<file path="src/hdl/cpdma_pkg.sv">
// cpdma_pkg: register map, field positions, reset values and types for the
// channel-pair dma engine; shared by the engine and the verification side.
package cpdma_pkg;
  localparam logic [11:0] CPDMA_OFF_RX_CUR_PTR = 12'h100;
  localparam logic [11:0] CPDMA_OFF_RX_CUR_CNT = 12'h104;
  localparam logic [11:0] CPDMA_OFF_TX_CUR_PTR = 12'h108;
  localparam logic [11:0] CPDMA_OFF_TX_CUR_CNT = 12'h10c;
  localparam logic [11:0] CPDMA_OFF_RX_NXT_PTR = 12'h110;
  localparam logic [11:0] CPDMA_OFF_RX_NXT_CNT = 12'h114;
  localparam logic [11:0] CPDMA_OFF_TX_NXT_PTR = 12'h118;
  localparam logic [11:0] CPDMA_OFF_TX_NXT_CNT = 12'h11c;
  localparam logic [11:0] CPDMA_OFF_CTRL = 12'h120;
  localparam logic [11:0] CPDMA_OFF_STATUS = 12'h124;
  // transfer size register: bits [1:0] rx size, [3:2] tx size
  localparam logic [11:0] CPDMA_OFF_SIZE = 12'h128;
  // control / status bit positions
  localparam int CPDMA_BIT_RX_ON = 0;
  localparam int CPDMA_BIT_RX_OFF = 1;
  localparam int CPDMA_BIT_TX_ON = 8;
  localparam int CPDMA_BIT_TX_OFF = 9;
  localparam int CPDMA_BIT_RX_SIZE = 0;
  localparam int CPDMA_BIT_TX_SIZE = 2;
  localparam logic [31:0] CPDMA_PTR_RESET = 32'h0000_0000;
  localparam logic [15:0] CPDMA_CNT_RESET = 16'h0000;
  localparam logic [1:0] CPDMA_SIZE_RESET = 2'h0;
  // size codes
  localparam logic [1:0] CPDMA_SIZE_BYTE = 2'h0;
  localparam logic [1:0] CPDMA_SIZE_HALF = 2'h1;
  localparam logic [1:0] CPDMA_SIZE_WORD = 2'h2;
  localparam logic [1:0] CPDMA_RESP_OKAY = 2'h0;
  localparam logic [1:0] CPDMA_RESP_SLVERR = 2'h2;

  typedef enum logic [2:0] {
    CPDMA_IDLE, CPDMA_BUS_REQ, CPDMA_RD, CPDMA_WR, CPDMA_DONE
  } cpdma_state_t;
endpackage

</file>
<file path="src/hdl/cpdma_top.sv">
// cpdma_top: one receive and one transmit channel_pair_dma channel for one
// serial peripheral, registers over axi4-lite, a simple bus master port.
// assumes: one clock, the peripheral triggers are level requests from a
// foreign domain, and the system bus answers each access with a done pulse.
// Function
// - one rx channel and one tx channel serve the single peripheral
// - pointer/count registers sit from offset 0x100, pointers 32 bit, counts 16 bit
// - current pointer and count read back live values at any time
// - set/clear control bits enable each direction; status readable; disabled freezes (code: a request captured before the disable still transfers)
// - rx end flag raised when rx current count is zero
// - rx buffers-full flag raised when rx current and next count both zero
// - tx end flag raised when tx current count is zero
// - tx buffers-empty flag raised when tx current and next count both zero
// - pointer advances by 1, 2 or 4 per byte, half-word or word transfer
// - software write of current pointer is used for following transfers
// - current count decrements per transfer; at zero the channel stops
// - count zero and next zero: trigger ignored and end flag raised
// - software write of current count restarts countdown from new value
// - count zero, next nonzero: next pointer and count load into current (code: only as the last transfer empties current)
// - next count clears to zero when it is loaded into current
// - any write to current or next count clears that channel's end flag (code: flag is current count == 0, cleared only by a nonzero current count)
// - rx: request bus, read receive holding register, write memory at pointer
// - tx: request bus, read memory at pointer, write transmit holding register
// - block fully transferred: signal peripheral and stop channel
// - requests served in arrival order; pending rx before pending tx
// - control register: rx on only if rx off not written; zero bits no effect
// - status register at 0x124 shows rx and tx enable, resets to zero
`timescale 1ns/1ps
module cpdma_top
  import cpdma_pkg::*;
(
  input wire logic aclk,
  input wire logic aresetn,
  input wire logic clk_en,
  // axi4-lite slave
  input wire logic [11:0] s_axi_awaddr,
  input wire logic s_axi_awvalid,
  output logic s_axi_awready,
  input wire logic [31:0] s_axi_wdata,
  input wire logic [3:0] s_axi_wstrb,
  input wire logic s_axi_wvalid,
  output logic s_axi_wready,
  output logic [1:0] s_axi_bresp,
  output logic s_axi_bvalid,
  input wire logic s_axi_bready,
  input wire logic [11:0] s_axi_araddr,
  input wire logic s_axi_arvalid,
  output logic s_axi_arready,
  output logic [31:0] s_axi_rdata,
  output logic [1:0] s_axi_rresp,
  output logic s_axi_rvalid,
  input wire logic s_axi_rready,
  // peripheral side
  input wire logic rx_ready_trigger,
  input wire logic tx_ready_trigger,
  output logic rx_end_of_buffer,
  output logic rx_buffers_full,
  output logic tx_end_of_buffer,
  output logic tx_buffers_empty,
  // system bus master
  output logic sys_bus_req,
  input wire logic sys_bus_grant,
  output logic sys_rd,
  output logic sys_wr,
  output logic sys_periph,
  output logic [31:0] sys_addr,
  output logic [1:0] sys_size,
  output logic [31:0] sys_wdata,
  input wire logic [31:0] sys_rdata,
  input wire logic sys_done
);

  typedef struct packed {
    logic [1:0] rx_sync;
    logic [1:0] tx_sync;
    logic [31:0] rx_current_pointer;
    logic [31:0] rx_next_pointer;
    logic [31:0] tx_current_pointer;
    logic [31:0] tx_next_pointer;
    logic [15:0] rx_current_count;
    logic [15:0] rx_next_count;
    logic [15:0] tx_current_count;
    logic [15:0] tx_next_count;
    logic rx_on;
    logic tx_on;
    logic [1:0] rx_size;
    logic [1:0] tx_size;
    logic rx_pend;
    logic tx_pend;
    logic rx_first;
    logic cur_tx;
    cpdma_state_t state;
    logic [31:0] data;
    logic aw_held;
    logic [11:0] aw_addr;
    logic w_held;
    logic [31:0] w_data;
    logic [3:0] w_strb;
    logic bvalid;
    logic [1:0] bresp;
    logic rvalid;
    logic [31:0] rdata;
    logic [1:0] rresp;
    logic rx_eob;
    logic tx_eob;
  } cpdma_regs_t;

  cpdma_regs_t r;
  cpdma_regs_t next_r;

  function automatic logic [31:0] cpdma_step(input logic [1:0] sz);
    case (sz)
      CPDMA_SIZE_HALF: cpdma_step = 32'h0000_0002;
      CPDMA_SIZE_WORD: cpdma_step = 32'h0000_0004;
      default: cpdma_step = 32'h0000_0001;
    endcase
  endfunction

  function automatic logic [31:0] cpdma_merge(input logic [31:0] old, input logic [31:0] nw,
                                              input logic [3:0] strb);
    logic [31:0] res;
    res = old;
    for (int i = 0; i < 4; i++) begin
      if (strb[i]) begin
        res[i*8 +: 8] = nw[i*8 +: 8];
      end
    end
    cpdma_merge = res;
  endfunction

  logic rx_trig;
  logic tx_trig;
  logic do_write;
  logic do_read;
  logic wr_hit;
  logic [31:0] rd_val;
  logic [31:0] ctl;
  logic [31:0] pm;

  assign rx_trig = r.rx_sync[1];
  assign tx_trig = r.tx_sync[1];
  assign do_write = r.aw_held && r.w_held && !r.bvalid;
  assign do_read = s_axi_arvalid && !r.rvalid;
  assign ctl = r.w_data & {{8{r.w_strb[3]}}, {8{r.w_strb[2]}}, {8{r.w_strb[1]}}, {8{r.w_strb[0]}}};

  always_comb begin
    wr_hit = 1'b1;
    case (s_axi_araddr)
      CPDMA_OFF_RX_CUR_PTR: rd_val = r.rx_current_pointer;
      CPDMA_OFF_RX_CUR_CNT: rd_val = {16'h0000, r.rx_current_count};
      CPDMA_OFF_TX_CUR_PTR: rd_val = r.tx_current_pointer;
      CPDMA_OFF_TX_CUR_CNT: rd_val = {16'h0000, r.tx_current_count};
      CPDMA_OFF_RX_NXT_PTR: rd_val = r.rx_next_pointer;
      CPDMA_OFF_RX_NXT_CNT: rd_val = {16'h0000, r.rx_next_count};
      CPDMA_OFF_TX_NXT_PTR: rd_val = r.tx_next_pointer;
      CPDMA_OFF_TX_NXT_CNT: rd_val = {16'h0000, r.tx_next_count};
      CPDMA_OFF_CTRL: rd_val = 32'h0000_0000; // write-only
      CPDMA_OFF_STATUS: begin
        rd_val = 32'h0000_0000;
        rd_val[CPDMA_BIT_RX_ON] = r.rx_on;
        rd_val[CPDMA_BIT_TX_ON] = r.tx_on;
      end
      CPDMA_OFF_SIZE: rd_val = {28'h0000000, r.tx_size, r.rx_size};
      default: begin
        rd_val = 32'h0000_0000;
        wr_hit = 1'b0;
      end
    endcase
  end

  always_comb begin
    next_r = r;
    pm = 32'h0000_0000;
    // two-flop synchronisers on the peripheral triggers
    next_r.rx_sync = {r.rx_sync[0], rx_ready_trigger};
    next_r.tx_sync = {r.tx_sync[0], tx_ready_trigger};

    // axi4-lite write channel capture, either order
    if (s_axi_awvalid && !r.aw_held) begin
      next_r.aw_held = 1'b1;
      next_r.aw_addr = s_axi_awaddr;
    end
    if (s_axi_wvalid && !r.w_held) begin
      next_r.w_held = 1'b1;
      next_r.w_data = s_axi_wdata;
      next_r.w_strb = s_axi_wstrb;
    end
    if (r.bvalid && s_axi_bready) begin
      next_r.bvalid = 1'b0;
    end
    if (r.rvalid && s_axi_rready) begin
      next_r.rvalid = 1'b0;
    end
    if (do_read) begin
      next_r.rvalid = 1'b1;
      next_r.rdata = rd_val;
      next_r.rresp = wr_hit ? CPDMA_RESP_OKAY : CPDMA_RESP_SLVERR;
    end

    // engine: transfers run first so a register write in the same cycle wins
    case (r.state)
      CPDMA_IDLE: begin
        // rx before tx when both wait; a single pair so no peer arbitration
        if (r.rx_pend) begin
          next_r.cur_tx = 1'b0;
          next_r.state = CPDMA_BUS_REQ;
        end else if (r.tx_pend) begin
          next_r.cur_tx = 1'b1;
          next_r.state = CPDMA_BUS_REQ;
        end
      end
      CPDMA_BUS_REQ: begin
        if (sys_bus_grant) begin
          next_r.state = CPDMA_RD;
        end
      end
      CPDMA_RD: begin
        if (sys_done) begin
          next_r.data = sys_rdata;
          next_r.state = CPDMA_WR;
        end
      end
      CPDMA_WR: begin
        if (sys_done) begin
          next_r.state = CPDMA_DONE;
        end
      end
      CPDMA_DONE: begin
        next_r.state = CPDMA_IDLE;
        if (!r.cur_tx) begin
          next_r.rx_pend = 1'b0;
          next_r.rx_current_pointer = r.rx_current_pointer + cpdma_step(r.rx_size);
          next_r.rx_current_count = r.rx_current_count - 16'h0001;
          if (r.rx_current_count == 16'h0001) begin
            next_r.rx_eob = 1'b1;
            if (r.rx_next_count != 16'h0000) begin
              next_r.rx_current_pointer = r.rx_next_pointer;
              next_r.rx_current_count = r.rx_next_count;
              next_r.rx_next_count = CPDMA_CNT_RESET;
            end
          end
        end else begin
          next_r.tx_pend = 1'b0;
          next_r.tx_current_pointer = r.tx_current_pointer + cpdma_step(r.tx_size);
          next_r.tx_current_count = r.tx_current_count - 16'h0001;
          if (r.tx_current_count == 16'h0001) begin
            next_r.tx_eob = 1'b1;
            if (r.tx_next_count != 16'h0000) begin
              next_r.tx_current_pointer = r.tx_next_pointer;
              next_r.tx_current_count = r.tx_next_count;
              next_r.tx_next_count = CPDMA_CNT_RESET;
            end
          end
        end
      end
      default: next_r.state = CPDMA_IDLE;
    endcase

    // trigger capture: ignored once the channel has nothing left
    if (rx_trig && r.rx_on && r.rx_current_count != 16'h0000 && r.state == CPDMA_IDLE
        && !r.rx_pend) begin
      next_r.rx_pend = 1'b1;
    end
    if (tx_trig && r.tx_on && r.tx_current_count != 16'h0000 && r.state == CPDMA_IDLE
        && !r.tx_pend) begin
      next_r.tx_pend = 1'b1;
    end

    // register writes
    if (do_write) begin
      next_r.aw_held = 1'b0;
      next_r.w_held = 1'b0;
      next_r.bvalid = 1'b1;
      next_r.bresp = CPDMA_RESP_OKAY;
      case (r.aw_addr)
        CPDMA_OFF_RX_CUR_PTR: begin
          next_r.rx_current_pointer = cpdma_merge(r.rx_current_pointer, r.w_data, r.w_strb);
        end
        CPDMA_OFF_TX_CUR_PTR: begin
          next_r.tx_current_pointer = cpdma_merge(r.tx_current_pointer, r.w_data, r.w_strb);
        end
        CPDMA_OFF_RX_NXT_PTR: begin
          next_r.rx_next_pointer = cpdma_merge(r.rx_next_pointer, r.w_data, r.w_strb);
        end
        CPDMA_OFF_TX_NXT_PTR: begin
          next_r.tx_next_pointer = cpdma_merge(r.tx_next_pointer, r.w_data, r.w_strb);
        end
        CPDMA_OFF_RX_CUR_CNT: begin
          pm = cpdma_merge({16'h0000, r.rx_current_count}, r.w_data, r.w_strb);
          next_r.rx_current_count = pm[15:0];
          next_r.rx_eob = 1'b0;
        end
        CPDMA_OFF_TX_CUR_CNT: begin
          pm = cpdma_merge({16'h0000, r.tx_current_count}, r.w_data, r.w_strb);
          next_r.tx_current_count = pm[15:0];
          next_r.tx_eob = 1'b0;
        end
        CPDMA_OFF_RX_NXT_CNT: begin
          pm = cpdma_merge({16'h0000, r.rx_next_count}, r.w_data, r.w_strb);
          next_r.rx_next_count = pm[15:0];
          next_r.rx_eob = 1'b0;
        end
        CPDMA_OFF_TX_NXT_CNT: begin
          pm = cpdma_merge({16'h0000, r.tx_next_count}, r.w_data, r.w_strb);
          next_r.tx_next_count = pm[15:0];
          next_r.tx_eob = 1'b0;
        end
        CPDMA_OFF_CTRL: begin
          // off beats on in the same write; zero bits leave state alone
          if (ctl[CPDMA_BIT_RX_OFF]) begin
            next_r.rx_on = 1'b0;
          end else if (ctl[CPDMA_BIT_RX_ON]) begin
            next_r.rx_on = 1'b1;
          end
          if (ctl[CPDMA_BIT_TX_OFF]) begin
            next_r.tx_on = 1'b0;
          end else if (ctl[CPDMA_BIT_TX_ON]) begin
            next_r.tx_on = 1'b1;
          end
        end
        CPDMA_OFF_SIZE: begin
          if (r.w_strb[0]) begin
            next_r.rx_size = r.w_data[CPDMA_BIT_RX_SIZE +: 2];
            next_r.tx_size = r.w_data[CPDMA_BIT_TX_SIZE +: 2];
          end
        end
        CPDMA_OFF_STATUS: next_r.bresp = CPDMA_RESP_OKAY;
        default: next_r.bresp = CPDMA_RESP_SLVERR;
      endcase
    end
  end

  always_ff @(posedge aclk) begin
    if (!aresetn) begin
      r <= '0;
      r.state <= CPDMA_IDLE;
      r.rx_current_pointer <= CPDMA_PTR_RESET;
      r.tx_current_pointer <= CPDMA_PTR_RESET;
      r.rx_next_pointer <= CPDMA_PTR_RESET;
      r.tx_next_pointer <= CPDMA_PTR_RESET;
      r.rx_size <= CPDMA_SIZE_RESET;
      r.tx_size <= CPDMA_SIZE_RESET;
    end else if (clk_en) begin
      r <= next_r;
    end
  end

  // a channel only moves while a transfer is pending or in flight; disabling it
  // stops new captures, so pointer and count freeze for a consistent two-register read once any pending transfer is done
  assign s_axi_awready = !r.aw_held;
  assign s_axi_wready = !r.w_held;
  assign s_axi_bvalid = r.bvalid;
  assign s_axi_bresp = r.bresp;
  assign s_axi_arready = !r.rvalid;
  assign s_axi_rvalid = r.rvalid;
  assign s_axi_rdata = r.rdata;
  assign s_axi_rresp = r.rresp;

  assign rx_end_of_buffer = r.rx_current_count == 16'h0000;
  assign rx_buffers_full = (r.rx_current_count == 16'h0000)
                           && (r.rx_next_count == 16'h0000);
  assign tx_end_of_buffer = r.tx_current_count == 16'h0000;
  assign tx_buffers_empty = (r.tx_current_count == 16'h0000)
                            && (r.tx_next_count == 16'h0000);

  assign sys_bus_req = r.state == CPDMA_BUS_REQ || r.state == CPDMA_RD || r.state == CPDMA_WR;
  assign sys_rd = r.state == CPDMA_RD;
  assign sys_wr = r.state == CPDMA_WR;
  // rx reads the peripheral first, tx writes it last
  assign sys_periph = r.cur_tx ? (r.state == CPDMA_WR) : (r.state == CPDMA_RD);
  assign sys_addr = r.cur_tx ? r.tx_current_pointer : r.rx_current_pointer;
  assign sys_size = r.cur_tx ? r.tx_size : r.rx_size;
  assign sys_wdata = r.data;
endmodule // cpdma_top

</file>
<file path="config.mk">
export PLATFORM = sky130hd
export DESIGN_NAME = cpdma_top
export DESIGN_NICKNAME = d
export VERILOG_FILES = /design/src/hdl/cpdma_pkg.sv /design/src/hdl/cpdma_top.sv
export SDC_FILE = /design/constraint.sdc
export NUM_CORES = 1
export LEC_CHECK = 0
export BUFFER_PORTS_ARGS = -buffer_cell sky130_fd_sc_hd__buf_4
export CORE_MARGIN = 5
export CORE_UTILIZATION = 59
export CTS_CLUSTER_SIZE = 25
export DETAILED_ROUTE_END_ITERATION = 8
export MAX_ROUTING_LAYER = met4
export PLACE_DENSITY = 0.84
export SLEW_MARGIN = 0
export SYNTH_ARGS = -nofsm -noshare
export SYNTH_HDL_FRONTEND = slang
export SYNTH_SLANG_ARGS = --single-unit
</file>
<file path="constraint.sdc">
create_clock -name aclk -period 3.2 [get_ports aclk]
set_clock_uncertainty 0.1 [all_clocks]
set_input_delay 0.96 -clock aclk [delete_from_list [all_inputs] [get_ports aclk]]
set_output_delay 0.96 -clock aclk [all_outputs]
set_load 0.02 [all_outputs]
</file>
==> results by group <==
Routing
  • Routed WL: 78300 um
  • First drt pass iteration count: 8
  • DRC viols: 0
  • Routed length per instance: 26.1 um
  • Drt initial violations: 3297
  • DR vias: 20800
  • Via-to-Cell Ratio: 6.95
  • Post-DRT Antenna Nets: 0

Final layout
  • Layout filler cell count: 2591
  • Most common cell after layout, fill and taps aside: nand2_1
  • Layout cells sized above 1: 19.2%
  • Area delta synth->final: 17.2%
  • Nets: 2691
  • Commonest cells after routing, fill and taps aside: nand2_1 (404), buf_4 (332), dfxtp_1 (324)

Global route
  • Largest net degree at the start of global routing: 74
  • Total GRT Usage: 43.5%
  • Vias in the first global route: 19400
  • Total global routing overflow: 0
  • First-pass GRT wire length: 117000 um
  • Initial antenna violation count: 2

Critical path
  • Max Fanout on Critical Path: 3
  • Crit path cell chain: or4_4 -> nor4b_4 -> nand3_2 -> nor2_4 -> buf_6
  • CP Launch Type: register
  • Crit path required time: 2140 ps
  • Slowest CP cell: or4_4
  • Worst path top cell family by delay: simple AND/OR/NAND/NOR gates
  • Arr. time, crit path: 2150 ps
  • Buf+Inv Stages, Crit Path: 1
  • Max incr delay on CP: 570 ps
  • Crit path kind: register to output port
  • Crit. End Element: output port

Die
  • Die area: 35100 um^2
  • Die width: 187 um
  • Die height: 187 um
  • # rows: 65
  • Top-level port count: 219
  • Std-Cell Core Area: 31300 um^2
  • Initial Util: 59.2%

STA
  • Final hold vios: 0
  • Worst-margin pin slew: 1160 ps
  • Setup Viol. Count Final: 2
  • Hold_ws: 354 ps
  • Fin crit share: 100%
  • Setup TNS: -20.8 ps
  • F_max: 311 MHz
  • Final WS setup: -10.4 ps
  • Final Critical Period: 3210 ps
  • Max-slew violations: 0
  • Slew headroom: 21.8%
  • RSZ-0062 raised after global routing: yes

CTS
  • # hold bufs at CTS: 0
  • Clock transition at path regs: 60 ps
  • TritonCTS clock tree: yes
  • CTS Buffer Depth: 3
  • H-tree depth: 2
  • Skew-Pair Late Insertion Delay: 540 ps
  • Root Buffer: clkbuf_16
  • Clock sinks: 326
  • Number of buffers created by CTS: 37

Yosys
  • Post-synthesis sequential area ratio: 35.2%
  • Syn Area/Cell: 7.57 um^2
  • Ys flop type: dfxtp_1
  • Synth unique cells: 91
  • YS warnings: 0
  • Post-synth EDFFs: 0
  • Mapped Area: 18500 um^2
  • Syn Inst Count: 2449
  • Synth Register Bits: 326
  • Post-synth ARST share: 0%

Worst hold path
  • Hold WC Path Type: register to register

Place
  • Post-DP HPWL: 56900 um
  • Pre-CTS setup slack: 3.05 ps
  • Placer Congestion: 1.08
  • Number of port buffers: 216

Pwr
  • Cell Pwr Density: 424 nW/um^2
  • Leakage power: 8.21 nW
  • Worst VDD drop: 0.000486 V

Outcome
  • Status: finished, violations left
  • Failing checks: negative setup slack

Flow run
  • Max cap viols: 0
[state kept, by name, indices dropped and copies added, names as in the netlist]
register	cells
s_axi_bvalid	1
next_r	2
s_axi_bresp	1
s_axi_rresp	1
r	256
s_axi_rvalid	1
sys_wdata	32
s_axi_rdata	32
[worst paths after layout]
kind / depth (start not counted) / to / slack [ps] / startpoint
worst max-delay path: 5 / rx_buffers_full / -10 / r[192]
worst min register to register: 2 / sys_wdata[26] / 350 / sys_wdata[26]
worst max register to register: 11 / r[261] / 190 / r[129]
worst min-delay path: 2 / sys_wdata[26] / 350 / sys_wdata[26]
[metrics by stage]
step | total power, W | area, um^2 | instances | util [%]
6_report | 0.00923 | 21700 | 2998 | 69.4
5_1_grt | 0.00946 | 21700 | 2998 | 69.4
4_1_cts | 0.00918 | 21700 | 2995 | 69.3
3_5_place_dp | 0.00511 | 20500 | 2931 | 65.5
3_3_place_gp | 0.00510 | 20500 | 2931 | 65.5
2_1_floorplan | 0.00473 | 18600 | 2450 | -
[timing repair]
action,4_1_cts,5_1_grt
resized for setup,10,6
pin swaps,5,3
buffers inserted,1,0
endpoints found under the setup margin,3,7
[synthesized netlist by cell type (25+ instances only)]
master | number | share of area, %
nand2_1 | 405 | 8.2
dfxtp_1 | 326 | 35
a21oi_1 | 292 | 7.9
nor2_1 | 204 | 4.1
o21ai_0 | 164 | 4.4
clkbuf_1 | 155 | 3.1
nor3_1 | 77 | 2.1
nand3_1 | 75 | 2.0
buf_4 | 73 | 3.0
a22o_1 | 44 | 2.1
mux2i_1 | 38 | 2.1
a22oi_1 | 36 | 1.5
and3_1 | 34 | 1.1
nor4_1 | 34 | 1.1
mux2_2 | 33 | 2.0
inv_1 | 29 | 0.59
nand4_1 | 27 | 0.91
o211ai_1 | 26 | 1.1
a31oi_1 | 25 | 0.84
[report_power, final]
| part | internal (W) | leakage (nW) | total, W | switching, W |
|---|---|---|---|---|
| clock | 0.00235 | 0.563 | 0.00415 | 0.00180 |
| combinational | 0.000315 | 5.01 | 0.000807 | 0.000493 |
| sequential | 0.00412 | 2.64 | 0.00427 | 0.000150 |
| total | 0.00678 | 8.21 | 0.00923 | 0.00244 |
[per-layer routing]
layer,global-route usage (%),vias up,part of all wire (%)
li1,-,9044,-
met1,56.9,9751,38
met2,63.2,1691,42
met3,14.2,353,16
met4,15.6,0,4.8
met5,-,-,0
[worst register-to-register path, cell delays in order (launching register included)]
cell,delay [ps]
dfxtp_1,410
inv_1,70
ha_1,340
ha_1,250
fa_1,460
a21oi_2,300
nor3_2,110
nand2_4,150
nor4_4,70
xnor2_1,140
a2111oi_2,360
o221a_1,220
[kinds of logic (layout without fill, tap and decap cells)]
kind of cell,count (synthesis),count (layout),synth area share [%]
other,1,5,0.0202
AOI/OAI and AO/OA,768,768,25.8
muxes,82,82,5.39
and+or+nand+nor,943,943,23.8
DFF,326,326,35.2
buffers and inverters,296,439,7.74
xor gates and xnor gates,15,15,0.708
adders and majority gates,18,18,1.30
[cell type report]
cell class              count  area, um^2  share of cell area [%]
clock buffers              50        1020                    4.71
multi-input cells        1828       10700                    49.1
repair buffers            346        2760                    12.7
diodes                      3        7.51                  0.0345
clock inverters            13         129                   0.593
inverters                  30         118                   0.541
well taps                 402         503                    2.31
flip-flops and latches    326        6530                    30.0
(Power assumes the default switching activity.)
